$ cat src/pls_map.vh
`ifndef PLS_MAP_VH
`define PLS_MAP_VH
// command codes
`define PLS_CMD_PIN_LIMIT 8'h6B
`define PLS_CMD_VOUT_STATUS 8'h7A
`define PLS_CMD_IOUT_STATUS 8'h7B
`define PLS_CMD_INPUT_STATUS 8'h7C
`define PLS_CMD_CLEAR_ALL 8'h03
// field positions
`define PLS_LIMIT_MSB 2
`define PLS_LIMIT_LSB 0
`define PLS_OV_FAULT_BIT 7
`define PLS_OV_WARN_BIT 6
`define PLS_UV_WARN_BIT 5
`define PLS_UV_FAULT_BIT 4
`define PLS_OC_BIT 7
`define PLS_OCUV_BIT 6
`define PLS_INPUT_OPW_BIT 0
// reset values
`define PLS_STATUS_RESET 8'h00
`define PLS_LIMIT_RESET 3'h0
// thresholds in watts
`define PLS_TH_0 10'h1FE
`define PLS_TH_1 10'h1E0
`define PLS_TH_2 10'h1A4
`define PLS_TH_3 10'h168
`define PLS_TH_4 10'h12C
`define PLS_TH_5 10'h0F0
`define PLS_TH_6 10'h0B4
`define PLS_TH_7 10'h078
`define PLS_PWR_W 10
`endif

$ cat src/pls_power_limit_status.v
`timescale 1ns/1ps
`include "pls_map.vh"
module pls_power_limit_status (
  clk, // 25 MHz clock
  reset, // sync reset, active high
  nvm_limit, // stored threshold code
  cmd_code, // command code
  wr_strobe, // write byte pulse
  wr_data, // write byte data
  rd_strobe, // read byte pulse
  rd_data, // read byte data, registered
  rd_valid, // read data valid pulse
  send_byte, // command-only pulse
  pin_telemetry, // input power, watts
  pin_sample, // new telemetry sample pulse
  ov_fixed_fault, // fixed overvoltage fault pin
  ov_track_fault, // tracking overvoltage fault pin
  ov_track_warn, // tracking overvoltage warning pin
  uv_track_warn, // tracking undervoltage warning pin
  uv_track_fault, // tracking undervoltage fault pin
  valley_oc, // valley overcurrent limit pin
  pin_max_threshold, // maximum input power threshold
  input_power_warning_flag // latched warning
);
  input wire clk; // 25 MHz clock
  input wire reset; // sync reset, active high
  input wire [2:0] nvm_limit; // stored threshold code
  input wire [7:0] cmd_code; // command code
  input wire wr_strobe; // write byte pulse
  input wire [7:0] wr_data; // write byte data
  input wire rd_strobe; // read byte pulse
  output wire [7:0] rd_data; // read byte data, registered
  output wire rd_valid; // read data valid pulse
  input wire send_byte; // command-only pulse
  input wire [`PLS_PWR_W-1:0] pin_telemetry; // input power, watts
  input wire pin_sample; // new telemetry sample pulse
  input wire ov_fixed_fault; // fixed overvoltage fault pin
  input wire ov_track_fault; // tracking overvoltage fault pin
  input wire ov_track_warn; // tracking overvoltage warning pin
  input wire uv_track_warn; // tracking undervoltage warning pin
  input wire uv_track_fault; // tracking undervoltage fault pin
  input wire valley_oc; // valley overcurrent limit pin
  output wire [`PLS_PWR_W-1:0] pin_max_threshold; // maximum input power threshold
  output wire input_power_warning_flag; // latched warning

  reg [2:0] limit_reg;
  reg [2:0] limit_next;
  reg nvm_load_reg;
  reg [`PLS_PWR_W-1:0] threshold;
  reg [`PLS_PWR_W-1:0] max_threshold_reg;
  reg over_reg;
  reg over_next;
  reg [4:0] s1_reg;
  reg [4:0] s2_reg;
  reg [4:0] s3_reg;
  reg [4:0] filt_reg;
  reg [7:0] rd_data_reg;
  reg [7:0] rd_data_next;
  reg rd_valid_reg;
  wire [4:0] filt_next;
  wire [4:0] pins_raw;
  wire ov_any;
  wire ov_fault_cond;
  wire ov_warn_cond;
  wire uv_warn_cond;
  wire uv_fault_cond;
  wire oc_cond;
  wire ocuv_cond;
  wire clear_all_faults_command;
  wire wr_limit;
  wire wr_vout;
  wire wr_iout;
  wire wr_input;
  wire clr_ov_fault;
  wire clr_ov_warn;
  wire clr_uv_warn;
  wire clr_uv_fault;
  wire clr_oc;
  wire clr_ocuv;
  wire clr_power_warn;
  wire [7:0] vout_status;
  wire [7:0] iout_status;
  wire [7:0] input_status;
  wire output_overvoltage_fault_flag;
  wire output_overvoltage_warning_flag;
  wire output_undervoltage_warning_flag;
  wire output_undervoltage_fault_flag;
  wire valley_overcurrent_flag;
  wire overcurrent_with_undervoltage_flag;

  // threshold decode
  always @*
  begin
    case (limit_reg)
      3'h0: threshold = `PLS_TH_0;
      3'h1: threshold = `PLS_TH_1;
      3'h2: threshold = `PLS_TH_2;
      3'h3: threshold = `PLS_TH_3;
      3'h4: threshold = `PLS_TH_4;
      3'h5: threshold = `PLS_TH_5;
      3'h6: threshold = `PLS_TH_6;
      default: threshold = `PLS_TH_7;
    endcase
  end

  // limit register, nvm load right after reset release
  assign wr_limit = wr_strobe && (cmd_code == `PLS_CMD_PIN_LIMIT);
  always @*
  begin
    limit_next = limit_reg;
    if (nvm_load_reg)
      limit_next = nvm_limit;
    else if (wr_limit)
      limit_next = wr_data[`PLS_LIMIT_MSB:`PLS_LIMIT_LSB];
  end

  always @(posedge clk)
  begin
    if (reset)
    begin
      limit_reg <= `PLS_LIMIT_RESET;
      nvm_load_reg <= 1'h1;
    end
    else
    begin
      limit_reg <= limit_next;
      nvm_load_reg <= 1'h0;
    end
  end

  // comparator result held between samples
  always @*
  begin
    over_next = over_reg;
    if (pin_sample)
      over_next = (pin_telemetry > threshold);
  end

  always @(posedge clk)
  begin
    if (reset)
    begin
      over_reg <= 1'h0;
      max_threshold_reg <= `PLS_TH_0;
    end
    else
    begin
      over_reg <= over_next;
      max_threshold_reg <= threshold;
    end
  end
  assign pin_max_threshold = max_threshold_reg;

  // fault pins: three stage sync, a change counts once stages 2 and 3 agree
  assign ov_any = ov_fixed_fault | ov_track_fault;
  assign pins_raw = {valley_oc, uv_track_fault, uv_track_warn, ov_track_warn, ov_any};
  assign filt_next = (s2_reg & s3_reg) | (filt_reg & (s2_reg ^ s3_reg));
  always @(posedge clk)
  begin
    if (reset)
    begin
      s1_reg <= 5'h00;
      s2_reg <= 5'h00;
      s3_reg <= 5'h00;
      filt_reg <= 5'h00;
    end
    else
    begin
      s1_reg <= pins_raw;
      s2_reg <= s1_reg;
      s3_reg <= s2_reg;
      filt_reg <= filt_next;
    end
  end

  assign ov_fault_cond = filt_reg[0];
  assign ov_warn_cond = filt_reg[1];
  assign uv_warn_cond = filt_reg[2];
  assign uv_fault_cond = filt_reg[3];
  assign oc_cond = filt_reg[4];
  assign ocuv_cond = filt_reg[4] & filt_reg[3];

  // clear decode: clear-all command or write one to the bit
  assign clear_all_faults_command = send_byte && (cmd_code == `PLS_CMD_CLEAR_ALL);
  assign wr_vout = wr_strobe && (cmd_code == `PLS_CMD_VOUT_STATUS);
  assign wr_iout = wr_strobe && (cmd_code == `PLS_CMD_IOUT_STATUS);
  assign wr_input = wr_strobe && (cmd_code == `PLS_CMD_INPUT_STATUS);
  assign clr_ov_fault = clear_all_faults_command | (wr_vout & wr_data[`PLS_OV_FAULT_BIT]);
  assign clr_ov_warn = clear_all_faults_command | (wr_vout & wr_data[`PLS_OV_WARN_BIT]);
  assign clr_uv_warn = clear_all_faults_command | (wr_vout & wr_data[`PLS_UV_WARN_BIT]);
  assign clr_uv_fault = clear_all_faults_command | (wr_vout & wr_data[`PLS_UV_FAULT_BIT]);
  // read-only bit: only clear-all clears it
  assign clr_oc = clear_all_faults_command;
  assign clr_ocuv = clear_all_faults_command | (wr_iout & wr_data[`PLS_OCUV_BIT]);
  assign clr_power_warn = clear_all_faults_command | (wr_input & wr_data[`PLS_INPUT_OPW_BIT]);

  pls_sticky_flag u_ov_fault (
    .clk(clk),
    .reset(reset),
    .event_level(ov_fault_cond),
    .clear(clr_ov_fault),
    .flag(output_overvoltage_fault_flag)
  );

  pls_sticky_flag u_ov_warn (
    .clk(clk),
    .reset(reset),
    .event_level(ov_warn_cond),
    .clear(clr_ov_warn),
    .flag(output_overvoltage_warning_flag)
  );

  pls_sticky_flag u_uv_warn (
    .clk(clk),
    .reset(reset),
    .event_level(uv_warn_cond),
    .clear(clr_uv_warn),
    .flag(output_undervoltage_warning_flag)
  );

  pls_sticky_flag u_uv_fault (
    .clk(clk),
    .reset(reset),
    .event_level(uv_fault_cond),
    .clear(clr_uv_fault),
    .flag(output_undervoltage_fault_flag)
  );

  pls_sticky_flag u_valley_oc (
    .clk(clk),
    .reset(reset),
    .event_level(oc_cond),
    .clear(clr_oc),
    .flag(valley_overcurrent_flag)
  );

  pls_sticky_flag u_oc_uv (
    .clk(clk),
    .reset(reset),
    .event_level(ocuv_cond),
    .clear(clr_ocuv),
    .flag(overcurrent_with_undervoltage_flag)
  );

  pls_sticky_flag u_power_warn (
    .clk(clk),
    .reset(reset),
    .event_level(over_reg),
    .clear(clr_power_warn),
    .flag(input_power_warning_flag)
  );

  assign vout_status = {output_overvoltage_fault_flag, output_overvoltage_warning_flag,
                        output_undervoltage_warning_flag, output_undervoltage_fault_flag, 4'h0};
  assign iout_status = {valley_overcurrent_flag, overcurrent_with_undervoltage_flag, 6'h00};
  assign input_status = {7'h00, input_power_warning_flag};

  // read byte mux, registered one cycle after strobe
  always @*
  begin
    rd_data_next = rd_data_reg;
    if (rd_strobe)
    begin
      case (cmd_code)
        `PLS_CMD_PIN_LIMIT: rd_data_next = {5'h00, limit_reg};
        `PLS_CMD_VOUT_STATUS: rd_data_next = vout_status;
        `PLS_CMD_IOUT_STATUS: rd_data_next = iout_status;
        `PLS_CMD_INPUT_STATUS: rd_data_next = input_status;
        default: rd_data_next = 8'h00;
      endcase
    end
  end

  always @(posedge clk)
  begin
    if (reset)
    begin
      rd_data_reg <= `PLS_STATUS_RESET;
      rd_valid_reg <= 1'h0;
    end
    else
    begin
      rd_data_reg <= rd_data_next;
      rd_valid_reg <= rd_strobe;
    end
  end
  assign rd_data = rd_data_reg;
  assign rd_valid = rd_valid_reg;
endmodule // pls_power_limit_status

$ cat src/pls_sticky_flag.v
`timescale 1ns/1ps
module pls_sticky_flag (
  clk, // clock
  reset, // sync reset
  event_level, // condition present
  clear, // clear request
  flag // latched flag
);
  input wire clk; // clock
  input wire reset; // sync reset
  input wire event_level; // condition present
  input wire clear; // clear request
  output reg flag; // latched flag

  // set wins over clear, so a persisting condition re-sets at once
  always @(posedge clk)
  begin
    if (reset)
      flag <= 1'h0;
    else if (event_level)
      flag <= 1'h1;
    else if (clear)
      flag <= 1'h0;
  end
endmodule // pls_sticky_flag

$ cat config.mk
export PLATFORM = sky130hd
export DESIGN_NAME = pls_power_limit_status
export DESIGN_NICKNAME = d
export VERILOG_FILES = /design/src/pls_power_limit_status.v /design/src/pls_sticky_flag.v
export VERILOG_INCLUDE_DIRS = /design/src
export SDC_FILE = /design/constraint.sdc
export NUM_CORES = 1
export LEC_CHECK = 0
export ABC_AREA = 0
export BUFFER_PORTS_ARGS = -buffer_cell sky130_fd_sc_hd__buf_2
export CAP_MARGIN = 20
export CORE_UTILIZATION = 51
export DETAILED_ROUTE_END_ITERATION = 8
export MAX_ROUTING_LAYER = met4
export PLACE_DENSITY = 0.89
export SETUP_SLACK_MARGIN = 0.02
export SYNTH_ARGS = -nofsm -noshare
export SYNTH_HDL_FRONTEND = slang
export SYNTH_HIERARCHICAL = 1
export SYNTH_SLANG_ARGS = --single-unit
$ cat constraint.sdc
create_clock -name clk -period 2.4 [get_ports clk]
set_clock_uncertainty 0.1 [all_clocks]
set_input_delay 0.48 -clock clk [delete_from_list [all_inputs] [get_ports clk]]
set_output_delay 0.48 -clock clk [all_outputs]
set_load 0.02 [all_outputs]
==> impl_metrics.tcl <==
set metrics [dict create \
    clkPwrFrac 0.401 \
    report.final.slew_viol_count 0 \
    worstHoldEndpoint "s1_reg[0]" \
    netlist_area_sq_mm 0.00208 \
    dp_cells 307 \
    cts-hold-fix-buffers 0 \
    fmax_ghz 0.495 \
    critical_path.reg2reg.startpoint "limit_reg[1]" \
    postSynthCellCount 212 \
    num_antenna_cells 0 \
    post-place-ws_ns 0.449 \
    vias_per_cell 5.05 \
    power_frac_comb 0.110 \
    cts_sinks 47 \
    grt_usage 0.209 \
    cap_violations 0 \
    timing.critical_path.arrival_ns 2.09 \
    p_total_w 0.00168 \
    postCtsResizedCells 0 \
    yosys_warnings 6 \
    worstSkewPairLatency_ns 0.30 \
    gp_congestion 0.813 \
    async_reset_ff_frac 0 \
    slew-limit-headroom 0.569 \
    pwr-share-seq 0.490 \
    drc 0 \
    holdPathStages 3 \
    timing_worst_setup_path_type "reg2reg" \
    timing.final.crit_share 0.842 \
    hold_path_startpoint "ov_fixed_fault" \
    timing.critical_path.to_type "flip-flop" \
    placeableCoreArea_sq_mm 0.00377 \
    timing.final.hold_violations 0 \
    internal-power_w 0.00130 \
    placement.io_buffers 55 \
    critPathLaunchType "flip-flop" \
    switchingPower_w 0.000375 \
    switching_share 0.224 \
    start_util 0.551 \
    cts_buffer_depth 2 \
    final_nets 319 \
    holdCritPathClass "in2reg" \
    detailed_place_hpwl_microns 2950 \
    grt_pass1_vias 1475 \
    rsz0062_at_grt "no" \
    row_count 22 \
    ys_dominant_reg_cell "dfxtp_1" \
    crit_path_max_fanout 7 \
    grt_max_degree 40 \
    cts-root-buf "clkbuf_8" \
    postCtsSetupRepairBufs 0 \
    htree_num_levels 2 \
    grt_antenna_before_repair 0 \
    avgSynthCellArea_sq_um 9.81 \
    drive_above_1_share 0.330 \
    setup_violations 0 \
    dieWidth_microns 65.9 \
    period_needed_ns 2.02 \
    status "finished clean" \
    route.vias.total 1590 \
    r2r_setup_slack_ns 0.38 \
    leakagePower_nw 1.13 \
    area.growth.synth_to_final_pct 20.6 \
    yosys_register_bits 47 \
    grt_first_pass_wirelength_microns 6460 \
    clk_transition_reported_paths_ns 0.08 \
    drt.antenna.violating_nets 0 \
    ys_types 43 \
    floorplan.io_pins 61 \
    inserted_clock_buffers 5 \
    worst_ep_required_time_ns 2.47 \
    p_per_area_mw_per_mm2 668 \
    final_critical_path_setup_slack_ns 0.380 \
    yosysSeqAreaShare 0.452 \
    reg2regPathDepth 7 \
    worst_slew_pin_slew_ns 0.646 \
    r2r-end "over_reg" \
    fin_setup_tns_ns 0 \
    wl_per_cell_microns 12.8 \
    detailedRoute.firstIterationViolations 70 \
    detailedRoute.firstPassIterationCount 4 \
    fp.dieArea_sq_mm 0.00434 \
    cts_tree "yes" \
    globalRouteOverflowTotal 0 \
    irDropWorstVdd_mv 0.536 \
    overall_die_height_microns 65.9 \
    synthDominantAreaCellType "dfxtp_1" \
    postRouteWirelength_microns 4030 \
    synthTopCellsByArea "dfxtp_1 45%, ha_1 7.2%, nand2b_1 5.7%" \
    yosys.area.top_type_share 0.452 \
    layoutNonFillerInstCount 315 \
    post_synth_edffs 0 \
]
-- metrics by stage --
stage,util,area [sq um],hold WS (ns)
after floorplan,-,2090,0.314
after global placement,0.630,2370,0.316
after detailed placement,0.630,2370,0.323
after CTS,0.665,2510,0.273
after global routing,0.665,2510,0.273
final,0.665,2510,0.279
-- cell families (layout without fill, tap and decap cells) --
group | Yosys count | count (layout) | synth area share
AOI/OAI and AO/OA | 35 | 35 | 0.119
xor gates and xnor gates | 1 | 1 | 0.00421
adders and majority gates | 12 | 12 | 0.0722
buffers and inverters | 25 | 78 | 0.0535
DFF | 47 | 47 | 0.452
muxes | 5 | 5 | 0.0253
other | 2 | 4 | 0.00361
and+or+nand+nor | 85 | 85 | 0.270
-- final cells by class --
class / instances / area (sq um)
clock buffer: 6 / 72.6
inverter: 13 / 48.8
fill: 303 / 1260
timing repair buffer: 57 / 290
sequential: 47 / 941
tap: 48 / 60.1
clock inverter: 2 / 60.1
multi-input combinational: 142 / 1030
-- metal layers --
layer | global-route usage | wire [microns] | up-vias
met2 | 0.334 | 1930 | 48
met1 | 0.234 | 1770 | 713
met5 | - | 0 | -
met4 | 0.0978 | 95 | 0
met3 | 0.0707 | 221 | 10
li1 | - | - | 819
-- worst max-delay path by stage --
stage                     endpoint  slack (ns)         start
after global placement    over_reg        0.48  limit_reg[1]
after CTS                 over_reg        0.38  limit_reg[1]
final                     over_reg        0.38  limit_reg[1]
after floorplan           over_reg        0.64  limit_reg[1]
after detailed placement  over_reg        0.45  limit_reg[1]
after global routing      over_reg        0.16  limit_reg[1]
-- cell usage after synthesis (all sizes together) (2+ instances only) --
cell type / n
dfxtp: 47
a21oi: 21
nand2b: 19
nor2b: 18
nor2: 17
inv: 13
ha: 12
nand3: 8
buf: 7
a211oi: 5
clkbuf: 5
a31o: 4
mux2i: 3
nand2: 3
nand3b: 3
nor3: 3
and4b: 2
conb: 2
mux2: 2
nand4: 2
nand4b: 2
nor4: 2
o211ai: 2
or3: 2
-- power by group through the flow --
stage / sequential [W] / combinational [W] / clock [W]
after floorplan: 0.000847 / 0.000104 / 0
after global placement: 0.000838 / 0.000178 / 0
after detailed placement: 0.000838 / 0.000183 / 0
after CTS: 0.000821 / 0.000185 / 0.000682
after global routing: 0.000824 / 0.000204 / 0.000728
final: 0.000821 / 0.000184 / 0.000671
-- layout by cell type (no fill, tap or decap), types with 2 or more instances in the layout --
cell,netlist,routed
nand3b_1,2,2
buf_4,4,2
dfxtp_1,47,47
mux2_2,2,2
nand4_1,2,2
ha_1,12,12
clkbuf_8,0,5
a31o_2,4,4
nor2_1,16,16
conb_1,2,4
nand2_1,3,3
a21oi_1,14,14
a21oi_2,7,7
mux2i_1,3,3
or3_1,2,2
nor2b_1,18,18
a211oi_1,5,5
inv_1,12,12
nand2b_1,19,19
buf_2,2,55
nand3_1,8,8
bufinv_16,0,2
o211ai_1,2,2
-- critical path: stages, from the launching register on --
cell	delay, ns
dfxtp_1	0.49
nor2_1	0.10
nor2b_1	0.27
nor2_1	0.08
ha_1	0.30
nand4_1	0.12
o41ai_1	0.31
o32ai_1	0.12
Power figures use the tool's default switching activity.
